--- config.mk ---
export PLATFORM = sky130hd
export DESIGN_NAME = rbt_rate_buffer
export DESIGN_NICKNAME = d
export VERILOG_FILES = /design/src/rbt_rate_buffer.v
export VERILOG_INCLUDE_DIRS = /design/src
export SDC_FILE = /design/constraint.sdc
export NUM_CORES = 1
export LEC_CHECK = 0
export BUFFER_PORTS_ARGS = -buffer_cell sky130_fd_sc_hd__buf_2
export CORE_MARGIN = 2
export CORE_UTILIZATION = 34
export DETAILED_ROUTE_END_ITERATION = 7
export PLACE_DENSITY = 0.56
export SLEW_MARGIN = 15
export SYNTH_ARGS = -nofsm -noshare
export SYNTH_HDL_FRONTEND = slang
export SYNTH_SLANG_ARGS = --single-unit
export TNS_END_PERCENT = 5
--- constraint.sdc ---
create_clock -name clk -period 15.1 [get_ports clk]
set_clock_uncertainty 0.15 [all_clocks]
set_input_delay 3.02 -clock clk [delete_from_list [all_inputs] [get_ports clk]]
set_output_delay 3.02 -clock clk [all_outputs]
set_load 0.005 [all_outputs]
--- src/rbt_regs.vh ---
// Register offsets, field positions, reset values and timing counts
// for the rate buffer timing model. Assumes a 32-bit Avalon-MM slave
// with byte addresses and one aligned word per register.
`ifndef RBT_REGS_VH
`define RBT_REGS_VH

// ----------------------------------------------------------------------
// Register byte offsets
// ----------------------------------------------------------------------
`define RBT_OFF_CTRL 8'h00
`define RBT_OFF_BPP 8'h04
`define RBT_OFF_BUF_SIZE 8'h08
`define RBT_OFF_XMIT_DELAY 8'h0C
`define RBT_OFF_HRD_DELAY 8'h10
`define RBT_OFF_SLICE_BUDGET 8'h14
`define RBT_OFF_MPP_THRESH 8'h18
`define RBT_OFF_SE_BPC 8'h1C
`define RBT_OFF_STATUS 8'h20
`define RBT_OFF_ENC_FULL 8'h24
`define RBT_OFF_DEC_FULL 8'h28
`define RBT_OFF_DELAYS 8'h2C
`define RBT_OFF_SENT 8'h30

// ----------------------------------------------------------------------
// Field positions
// ----------------------------------------------------------------------
`define RBT_CTRL_ENABLE 0
`define RBT_CTRL_VBR 1
`define RBT_CTRL_CLR_ERR 2
`define RBT_STAT_OVF 8
`define RBT_STAT_UNF 9
`define RBT_STAT_MPP 10
`define RBT_STAT_DEC 11
`define RBT_SE_BPC_LSB 8

// ----------------------------------------------------------------------
// Reset values
// ----------------------------------------------------------------------
`define RBT_RST_BPP 10'h0_080
`define RBT_RST_BUF_SIZE 16'h1_800
`define RBT_RST_XMIT_DELAY 16'h0_200
`define RBT_RST_HRD_DELAY 16'h0_600
`define RBT_RST_SLICE_BUDGET 32'h0000_0000
`define RBT_RST_MPP_THRESH 16'h0_060
`define RBT_RST_MAX_SE 7'h24
`define RBT_RST_BPC 5'h08

// ----------------------------------------------------------------------
// Timing and sizing constants
// ----------------------------------------------------------------------
`define RBT_PIX_PER_GROUP 2'h3
`define RBT_MUX_WORD_LO 7'h30
`define RBT_MUX_WORD_HI 7'h40
`define RBT_BPC_LO_MAX 5'h0A
`define RBT_BPP_FRAC_BITS 4

`endif

--- src/rbt_rate_buffer.v ---
// Rate buffer timing model: encoder buffer schedule, balance FIFO
// delay, decoder accumulation delay and complementary fullness.
// Assumes group_valid and friends come from logic on clk, one pixel
// time per clock, and an Avalon-MM master on the register port.
//
// Notes on behaviour
// - Encoder model fullness stays within zero and buffer size; breaches flagged.
// - Decoder model never overflows or underflows on a conforming stream.
// - Decoder buffer capacity is the same buffer size register as encoder.
// - Latency is REFERENCE_DECODER_MODEL delay plus fixed balance FIFO delay, constant.
// - Constant rate: full encoder buffer means empty decoder buffer.
// - Decoder runs the same encoder model; its fullness moves oppositely.
// - Balance FIFO holds mux word plus max element minus one groups.
// - At 8 bpc that is 83 units, 249 pixel times.
// - Decoder waits initial decode delay, then takes mux words on demand.
// - Transmission delay counts from bits entering the rate buffer model.
// - Constant rate: decoder fullness is buffer size minus encoder fullness.
// - Variable rate: link rate zero when encoder buffer empty.
// - During transmission delay bits are added, none removed.
// - After that, bits added per content and drained at constant rate.
// - Constant rate: force midpoint prediction when fullness is low.
// - After last group nothing added; drain continues until empty.
// - Constant rate: zero padding until slice bit budget is sent.
// - Decode delay is REFERENCE_DECODER_MODEL delay minus transmission delay; then complement.
// - Transmission delay timer starts after the balance FIFO delay.
// - Mux word packing variation does not change end-to-end delay.
// - Mux word is 48 bits up to 10 bpc, else 64 bits.
// - Per group add coded bits, subtract three times bpp, whole bits.
// - Variable rate: negative fullness after subtraction clamps to zero.
`timescale 1ns/100ps
`include "rbt_regs.vh"

module rbt_rate_buffer (
  // Clock and reset
  input wire clk,
  input wire nrst,
  // Avalon-MM register slave
  input wire [7:0] address,
  input wire read,
  input wire write,
  input wire [3:0] byteenable,
  input wire [31:0] writedata,
  output reg [31:0] readdata,
  output wire waitrequest,
  // Encoder group stream
  input wire slice_start,
  input wire group_valid,
  input wire [9:0] group_bits,
  input wire last_group,
  // Link and decoder side
  output reg link_valid,
  output reg [7:0] link_bits,
  output reg link_pad,
  output reg midpoint_prediction_mode,
  output reg dec_started,
  output reg mux_word_take,
  output reg [6:0] mux_word_bits
);

  // ----------------------------------------------------------------------
  // Phases of the slice schedule (one-hot)
  // ----------------------------------------------------------------------
  localparam [5:0] PH_IDLE = 6'b00_0001;
  localparam [5:0] PH_BAL = 6'b00_0010;
  localparam [5:0] PH_XMIT = 6'b00_0100;
  localparam [5:0] PH_ACTIVE = 6'b00_1000;
  localparam [5:0] PH_FLUSH = 6'b01_0000;
  localparam [5:0] PH_PAD = 6'b10_0000;

  // Byte-lane merge of a write into an old word
  function [31:0] be_merge;
    input [31:0] old;
    input [31:0] wd;
    input [3:0] be;
    integer i;
    begin
      be_merge = old;
      for (i = 0; i < 4; i = i + 1) begin
        if (be[i]) begin
          be_merge[i*8 +: 8] = wd[i*8 +: 8];
        end
      end
    end
  endfunction

  // Clamp a signed fullness into the unsigned model range
  function [17:0] clamp_low;
    input signed [18:0] v;
    begin
      clamp_low = v[18] ? 18'h0_0000 : v[17:0];
    end
  endfunction

  // ----------------------------------------------------------------------
  // Registers and state
  // ----------------------------------------------------------------------
  reg ack_q;
  reg enable_q;
  reg vbr_q;
  reg [9:0] bpp_q;
  reg [15:0] buf_size_q;
  reg [15:0] xmit_delay_q;
  reg [15:0] hrd_delay_q;
  reg [31:0] slice_budget_q;
  reg [15:0] mpp_thresh_q;
  reg [6:0] max_se_q;
  reg [4:0] bpc_q;
  reg ovf_q;
  reg unf_q;
  reg [5:0] phase_q;
  reg [5:0] phase_d;
  reg [15:0] cnt_q;
  reg [15:0] cnt_d;
  reg [17:0] enc_full_q;
  reg [17:0] enc_full_d;
  reg [17:0] bal_hold_q;
  reg [17:0] bal_hold_d;
  reg [3:0] frac_q;
  reg [3:0] frac_d;
  reg [1:0] pix_q;
  reg [31:0] sent_q;
  reg [31:0] sent_d;
  reg [17:0] deficit_q;
  reg [17:0] deficit_d;
  reg [15:0] dec_cnt_q;
  reg tx_on_q;
  reg last_seen_q;
  reg ovf_ev;
  reg unf_ev;
  reg [7:0] send_d;
  reg pad_d;

  wire req = read | write;
  wire acc_edge = req & ack_q;
  wire group_tick = (pix_q == 2'h2);
  wire clr_err = acc_edge & write & byteenable[0] &
    (address == `RBT_OFF_CTRL) & writedata[`RBT_CTRL_CLR_ERR];

  // One wait state per access; answer on the second edge
  assign waitrequest = req & ~ack_q;

  // Nominal bits per group, 3 x bpp with fraction carried
  wire [13:0] nom_sum = {4'h0, frac_q} + ({4'h0, bpp_q} * 14'd3);
  wire [9:0] nom_bits = nom_sum[13:4];

  // Balance FIFO depth in groups and in pixel times
  wire [7:0] bal_groups = {1'b0, mux_word_bits} + {1'b0, max_se_q}
    - 8'h01;
  wire [9:0] bal_delay = {2'h0, bal_groups} * 10'd3;
  wire [15:0] dec_delay = hrd_delay_q - xmit_delay_q;
  wire [15:0] latency = hrd_delay_q + {6'h00, bal_delay};
  wire constant_rate_operation = ~vbr_q;
  // Lane-merged write words; only the low field bits are kept
  wire [31:0] m_bpp = be_merge({22'h0, bpp_q}, writedata, byteenable);
  wire [31:0] m_size = be_merge({16'h0, buf_size_q}, writedata, byteenable);
  wire [31:0] m_xmit = be_merge({16'h0, xmit_delay_q}, writedata, byteenable);
  wire [31:0] m_hrd = be_merge({16'h0, hrd_delay_q}, writedata, byteenable);
  wire [31:0] m_mpp = be_merge({16'h0, mpp_thresh_q}, writedata, byteenable);
  wire [31:0] pad_left = slice_budget_q - sent_q;

  // ----------------------------------------------------------------------
  // Decoder model fullness
  // ----------------------------------------------------------------------
  // Same encoder model drives the decoder view, mirrored
  wire [17:0] size_x = {2'h0, buf_size_q};
  wire [17:0] comp = size_x - enc_full_q;
  wire [17:0] dec_full_w = !dec_started ? sent_q[17:0] :
    (constant_rate_operation ? comp :
    (comp > deficit_q ? comp - deficit_q : 18'h0_0000));

  // ----------------------------------------------------------------------
  // Bus handshake and register writes
  // ----------------------------------------------------------------------
  // Writes land only on the edge where waitrequest is low
  always @(posedge clk or negedge nrst) begin
    if (!nrst) begin
      ack_q <= 1'b0;
      enable_q <= 1'b0;
      vbr_q <= 1'b0;
      bpp_q <= `RBT_RST_BPP;
      buf_size_q <= `RBT_RST_BUF_SIZE;
      xmit_delay_q <= `RBT_RST_XMIT_DELAY;
      hrd_delay_q <= `RBT_RST_HRD_DELAY;
      slice_budget_q <= `RBT_RST_SLICE_BUDGET;
      mpp_thresh_q <= `RBT_RST_MPP_THRESH;
      max_se_q <= `RBT_RST_MAX_SE;
      bpc_q <= `RBT_RST_BPC;
    end else begin
      ack_q <= req & ~ack_q;
      if (acc_edge & write) begin
        case (address)
          `RBT_OFF_CTRL: begin
            if (byteenable[0]) begin
              enable_q <= writedata[`RBT_CTRL_ENABLE];
              vbr_q <= writedata[`RBT_CTRL_VBR];
            end
          end
          `RBT_OFF_BPP: begin
            bpp_q <= m_bpp[9:0];
          end
          `RBT_OFF_BUF_SIZE: begin
            buf_size_q <= m_size[15:0];
          end
          `RBT_OFF_XMIT_DELAY: begin
            xmit_delay_q <= m_xmit[15:0];
          end
          `RBT_OFF_HRD_DELAY: begin
            hrd_delay_q <= m_hrd[15:0];
          end
          `RBT_OFF_SLICE_BUDGET: begin
            slice_budget_q <= be_merge(slice_budget_q, writedata,
              byteenable);
          end
          `RBT_OFF_MPP_THRESH: begin
            mpp_thresh_q <= m_mpp[15:0];
          end
          `RBT_OFF_SE_BPC: begin
            if (byteenable[0]) begin
              max_se_q <= writedata[6:0];
            end
            if (byteenable[1]) begin
              bpc_q <= writedata[`RBT_SE_BPC_LSB +: 5];
            end
          end
          default: begin
          end
        endcase
      end
    end
  end

  // Read data captured on the wait cycle, stable at the taking edge
  always @(posedge clk or negedge nrst) begin
    if (!nrst) begin
      readdata <= 32'h0000_0000;
    end else if (read & ~ack_q) begin
      case (address)
        `RBT_OFF_CTRL: readdata <= {30'h0, vbr_q, enable_q};
        `RBT_OFF_BPP: readdata <= {22'h0, bpp_q};
        `RBT_OFF_BUF_SIZE: readdata <= {16'h0, buf_size_q};
        `RBT_OFF_XMIT_DELAY: readdata <= {16'h0, xmit_delay_q};
        `RBT_OFF_HRD_DELAY: readdata <= {16'h0, hrd_delay_q};
        `RBT_OFF_SLICE_BUDGET: readdata <= slice_budget_q;
        `RBT_OFF_MPP_THRESH: readdata <= {16'h0, mpp_thresh_q};
        `RBT_OFF_SE_BPC: readdata <= {19'h0, bpc_q, 1'b0, max_se_q};
        `RBT_OFF_STATUS: readdata <= {20'h0, dec_started,
          midpoint_prediction_mode, unf_q, ovf_q, 2'h0, phase_q};
        `RBT_OFF_ENC_FULL: readdata <= {14'h0, enc_full_q};
        `RBT_OFF_DEC_FULL: readdata <= {14'h0, dec_full_w};
        `RBT_OFF_DELAYS: readdata <= {latency, dec_delay};
        `RBT_OFF_SENT: readdata <= sent_q;
        default: readdata <= 32'h0000_0000;
      endcase
    end
  end

  // ----------------------------------------------------------------------
  // Slice schedule
  // ----------------------------------------------------------------------
  // Next fullness, link output and phase for this pixel time
  always @* begin
    phase_d = phase_q;
    cnt_d = cnt_q;
    enc_full_d = enc_full_q;
    bal_hold_d = bal_hold_q;
    frac_d = frac_q;
    sent_d = sent_q;
    deficit_d = deficit_q;
    send_d = 8'h00;
    pad_d = 1'b0;
    ovf_ev = 1'b0;
    unf_ev = 1'b0;
    case (phase_q)
      PH_IDLE: begin
        if (enable_q & slice_start) begin
          phase_d = PH_BAL;
          cnt_d = 16'h0000;
          enc_full_d = 18'h0_0000;
          bal_hold_d = 18'h0_0000;
          frac_d = 4'h0;
          sent_d = 32'h0000_0000;
          deficit_d = 18'h0_0000;
        end
      end
      PH_BAL: begin
        // Bits sit in balance FIFOs; model untouched until it ends
        if (group_valid) begin
          bal_hold_d = bal_hold_q + {8'h00, group_bits};
        end
        if (cnt_q + 16'h0001 >= {6'h00, bal_delay}) begin
          phase_d = PH_XMIT;
          cnt_d = 16'h0000;
          enc_full_d = bal_hold_d;
        end else begin
          cnt_d = cnt_q + 16'h0001;
        end
      end
      PH_XMIT: begin
        if (group_valid) begin
          enc_full_d = enc_full_q + {8'h00, group_bits};
        end
        if (cnt_q + 16'h0001 >= xmit_delay_q) begin
          phase_d = PH_ACTIVE;
        end else begin
          cnt_d = cnt_q + 16'h0001;
        end
      end
      PH_ACTIVE, PH_FLUSH, PH_PAD: begin
        if (group_valid & (phase_q == PH_ACTIVE)) begin
          enc_full_d = enc_full_q + {8'h00, group_bits};
        end
        if (last_seen_q & (phase_q == PH_ACTIVE)) begin
          phase_d = PH_FLUSH;
        end
        if (group_tick) begin
          frac_d = nom_sum[3:0];
          if (phase_q == PH_PAD) begin
            // Zero stuffing up to the slice budget
            pad_d = 1'b1;
            send_d = nom_bits[7:0];
            if (sent_q + {22'h0, nom_bits} >= slice_budget_q) begin
              send_d = pad_left[7:0];
              phase_d = PH_IDLE;
            end
          end else if (enc_full_d >= {8'h00, nom_bits}) begin
            send_d = nom_bits[7:0];
            enc_full_d = enc_full_d - {8'h00, nom_bits};
          end else begin
            // Model would go negative; clamp at zero
            send_d = vbr_q ? enc_full_d[7:0] : nom_bits[7:0];
            unf_ev = constant_rate_operation & (phase_q == PH_ACTIVE);
            deficit_d = deficit_q + {8'h00, nom_bits} - enc_full_d;
            enc_full_d = clamp_low(19'sd0);
          end
          sent_d = sent_q + {24'h0, send_d};
          if ((phase_q == PH_FLUSH) & (enc_full_d == 18'h0_0000)) begin
            phase_d = constant_rate_operation ? PH_PAD : PH_IDLE;
          end
        end
      end
      default: begin
        phase_d = PH_IDLE;
      end
    endcase
    if (enc_full_d > size_x) begin
      ovf_ev = 1'b1;
    end
  end

  // State, counters and link outputs; one pixel time per clock
  always @(posedge clk or negedge nrst) begin
    if (!nrst) begin
      phase_q <= PH_IDLE;
      cnt_q <= 16'h0000;
      enc_full_q <= 18'h0_0000;
      bal_hold_q <= 18'h0_0000;
      frac_q <= 4'h0;
      pix_q <= 2'h0;
      sent_q <= 32'h0000_0000;
      deficit_q <= 18'h0_0000;
      last_seen_q <= 1'b0;
      link_valid <= 1'b0;
      link_bits <= 8'h00;
      link_pad <= 1'b0;
    end else begin
      phase_q <= phase_d;
      cnt_q <= cnt_d;
      enc_full_q <= enc_full_d;
      bal_hold_q <= bal_hold_d;
      frac_q <= frac_d;
      sent_q <= sent_d;
      deficit_q <= deficit_d;
      // Group time of three pixel times
      if (phase_q == PH_IDLE) begin
        pix_q <= 2'h0;
      end else if (pix_q == `RBT_PIX_PER_GROUP - 2'h1) begin
        pix_q <= 2'h0;
      end else begin
        pix_q <= pix_q + 2'h1;
      end
      if (phase_q == PH_IDLE) begin
        last_seen_q <= 1'b0;
      end else if (group_valid & last_group) begin
        last_seen_q <= 1'b1;
      end
      // Rate of zero on an empty variable-rate buffer
      link_valid <= (send_d != 8'h00);
      link_bits <= send_d;
      link_pad <= pad_d;
    end
  end

  // ----------------------------------------------------------------------
  // Error flags, prediction override, decoder start
  // ----------------------------------------------------------------------
  // Events set over a software clear in the same cycle
  always @(posedge clk or negedge nrst) begin
    if (!nrst) begin
      ovf_q <= 1'b0;
      unf_q <= 1'b0;
      midpoint_prediction_mode <= 1'b0;
      mux_word_bits <= `RBT_MUX_WORD_LO;
      tx_on_q <= 1'b0;
      dec_cnt_q <= 16'h0000;
      dec_started <= 1'b0;
      mux_word_take <= 1'b0;
    end else begin
      ovf_q <= ovf_ev | (ovf_q & ~clr_err);
      unf_q <= unf_ev | (unf_q & ~clr_err);
      // Low fullness forces the minimum-rate mode
      midpoint_prediction_mode <= constant_rate_operation & (phase_q == PH_ACTIVE) &
        (enc_full_q < {2'h0, mpp_thresh_q});
      mux_word_bits <= (bpc_q <= `RBT_BPC_LO_MAX) ? `RBT_MUX_WORD_LO :
        `RBT_MUX_WORD_HI;
      // Decoder delay counts from first transmitted pixel time
      if (phase_q == PH_IDLE) begin
        tx_on_q <= 1'b0;
        dec_cnt_q <= 16'h0000;
        dec_started <= 1'b0;
      end else if (phase_q == PH_ACTIVE) begin
        tx_on_q <= 1'b1;
      end
      // Start fixed by the slice start, not by mux word packing
      if (tx_on_q & ~dec_started) begin
        if (dec_cnt_q + 16'h0001 >= dec_delay) begin
          dec_started <= 1'b1;
        end else begin
          dec_cnt_q <= dec_cnt_q + 16'h0001;
        end
      end
      // Mux words taken on demand once decoding runs
      mux_word_take <= dec_started & group_valid;
    end
  end

endmodule // rbt_rate_buffer

==> flow_metrics.tcl <==
set metrics [dict create \
    setup_slack_ns 5.00 \
    wl_met3_um 6590 \
    area_growth_pct 11.9 \
    grt_start_max_net_pins 154 \
    start_kind "flip-flop" \
    synthFlopType "dfrtp_1" \
    dr_total_vias 22453 \
    synth_edf_count 0 \
    dp_hpwl_um 71900 \
    cts_tree "yes" \
    synth-seq-cells 302 \
    cts_setup_buffers 0 \
    p_sw_share_pct 39.6 \
    syn-cell-area_um2 25300 \
    cts_htree_levels 2 \
    clk_latency_ns 0.61 \
    crit_top_cell "a21o_1" \
    fillers 7696 \
    clockBufferDepth 3 \
    setup_tns_ns 0 \
    avgSynthCellArea_um2 8.83 \
    cell_internal_pwr_mw 1.94 \
    hold_end "pix_q[0]" \
    drive_above_1_share_pct 12.7 \
    tightestPinTransition_ns 1.07 \
    required_ns 15.41 \
    min_path_type "reg2reg" \
    power.density_nw_per_um2 113 \
    pwr-share-seq_pct 28.7 \
    slowest_stage "o21ai_0" \
    wl_met2_um 40700 \
    grt.overflow.total 0 \
    netlist-cell-type-count 87 \
    grt_pass1_vias 21648 \
    clockRootBuffer "clkbuf_16" \
    peakVddDrop_v 0.0000854 \
    whs_ns 0.321 \
    final_max_slew_viol_count 0 \
    cts.sinks 302 \
    power.leakage_nw 13.6 \
    pwr-share-clk_pct 31.9 \
    async_flop_share_pct 100 \
    wire_per_inst_um 23.4 \
    port_buffers 109 \
    highest_layer "met4" \
    reg2reg_to "sent_q[21]" \
    endpoint_kind "flip-flop" \
    switching_power_mw 1.27 \
    holdBufCountCts 0 \
    rr_startpoint "bpp_q[0]" \
    grt_pass1_wl_um 139000 \
    power.share.combinational_pct 39.4 \
    die_height_um 277 \
    drt_pass1_iterations 6 \
    fin_crit_sh_pct 66.9 \
    path_class "reg2reg" \
    num_io_pins 114 \
    yosysWarnings 0 \
    rr_worst_depth 43 \
    min_period_ns 10.10 \
    status "completed" \
    initial_core_util_pct 34.2 \
    max-slew-margin-rel_pct 28.3 \
    crit_path_max_fanout 16 \
    wl_met1_um 41300 \
    core_area_um2 74100 \
    via_per_inst 5.69 \
    cp.arrival_ns 10.41 \
    rows 100 \
    syn_inst 2867 \
    antenna_found_initial 1 \
    dr.first_iter.drc_count 2096 \
    max_stage_delay_ns 0.63 \
    clk_pin_slew_ns 0.06 \
    yosysSeqAreaShare_pct 29.9 \
    finalSetupViolations 0 \
    die_x_um 277 \
    maxCapViolCount 0 \
    diodes 0 \
    rsz0062_at_grt "false" \
    hold_viol_final 0 \
    drc 0 \
    wirelength_um 92400 \
    fmax_mhz 99.0 \
    cts_resized 0 \
    min_path_cells 1 \
    place.gp.congestion 0.952 \
    holdCritStartpoint "pix_q[0]" \
    dieArea_um2 76700 \
    grtUsageTotal_pct 23.8 \
    r2r_setup_slack_ns 5.00 \
    cts-buffers-inserted 40 \
    post-place-ws_ns 4.91 \
    finalNetCount 3312 \
    drtAntennaViolNets 0 \
]
==> worst max path at each step <==
stage	start	end	slack [ns]	cells past startpoint
after floorplan	group_bits[0]	sent_q[15]	6.41	31
after global placement	group_valid	sent_q[30]	4.97	23
after detailed placement	group_valid	sent_q[15]	4.91	27
after CTS	bpp_q[0]	sent_q[15]	5.09	45
after global routing	bpp_q[0]	sent_q[15]	4.33	45
final	bpp_q[0]	sent_q[21]	5.00	43
==> per-stage QoR <==
stage / cells / instance area (um2) / total power, mW / utilization [%]
floorplan: 2870 / 25300 / 1.79 / -
global placement: 3873 / 26900 / 2.18 / 36.4
detailed placement: 3873 / 26900 / 2.17 / 36.4
CTS: 3947 / 28300 / 3.21 / 38.3
global route: 3947 / 28300 / 3.39 / 38.3
finish: 3947 / 28300 / 3.21 / 38.3
==> sequential cells by signal, summed over array words and instances, names as in the netlist, 5 cells and up <==
name	flops
deficit_q	18
slice_budget_q	32
max_se_q	7
enc_full_q	18
sent_q	32
bpp_q	10
xmit_delay_q	16
cnt_q	16
mpp_thresh_q	16
bal_hold_q	18
readdata	32
buf_size_q	16
bpc_q	5
dec_cnt_q	16
link_bits	8
phase_q	6
hrd_delay_q	16
==> worst max-delay path, delay by kind of cell (launching register included) <==
kind | cells | cell delay (ns)
compound gates | 22 | 4.71
xor+xnor | 3 | 0.80
fa+ha+maj | 6 | 2.03
buf+inv | 3 | 0.20
flops | 1 | 0.46
mux | 1 | 0.26
simple gates | 8 | 1.32
==> cells in the mapped netlist, drive strengths merged, types with 21 or more instances <==
library cell,instances,share of area [%]
ha,281,14
nand4,38,0.94
xnor2,137,4.8
nor2,177,2.6
inv,252,3.7
a22oi,51,1.5
and3,29,0.72
fa,24,1.9
nand3,111,2.2
a21o,102,3.0
o21bai,24,0.71
dfrtp,289,29
nor2b,27,0.67
clkbuf,88,1.3
nand2,239,3.5
a22o,41,1.4
a21oi,174,3.5
xor2,87,3.0
nand2b,39,0.96
nor3,40,0.81
mux2,122,5.4
a221oi,29,1.0
o21ai,155,3.1
buf,21,0.47
==> power groups by stage <==
stage	clock (mW)	sequential, mW	combinational, mW
2_1_floorplan	0	0.871	0.922
3_3_place_gp	0	0.932	1.24
3_5_place_dp	0	0.932	1.24
4_1_cts	1.04	0.917	1.25
5_1_grt	1.07	0.923	1.39
6_report	1.03	0.923	1.27
==> cell type report <==
cell class / instances / area (um2) / share of cell area (%)
Clock inverter: 13 / 176 / 0.622
Tap cell: 969 / 1210 / 4.28
Inverter: 252 / 946 / 3.34
Timing Repair Buffer: 143 / 823 / 2.90
Multi-Input combinational cell: 2207 / 16400 / 57.8
Sequential cell: 302 / 7570 / 26.7
Clock buffer: 61 / 1230 / 4.34
==> cell families after synthesis <==
family / Yosys count / share of synthesized area [%]
adders and majority gates: 305 / 15.8
AOI/OAI and AO/OA: 754 / 20.1
other: 1 / 0.0148
DFF: 302 / 29.9
and+or+nand+nor: 782 / 14.9
buffers and inverters: 361 / 5.51
xor gates and xnor gates: 224 / 7.78
muxes: 138 / 6.06
==> metal layers <==
layer	vias up	GRT usage (%)
li1	10472	-
met1	10872	32.7
met2	921	37.1
met3	188	4.04
met4	0	9.21
met5	-	0
==> cells in the final DEF (no fill, tap or decap), drive strengths merged, types with 38 or more instances in the layout <==
cell,instances
dfrtp,289
ha,281
inv,254
nand2,239
nor2,177
a21oi,174
o21ai,155
buf,143
xnor2,137
mux2,122
nand3,111
a21o,102
xor2,87
clkbuf,61
a22oi,51
a22o,41
nor3,40
nand2b,39
nand4,38
Note: power is estimated with default switching activity, not from simulation.
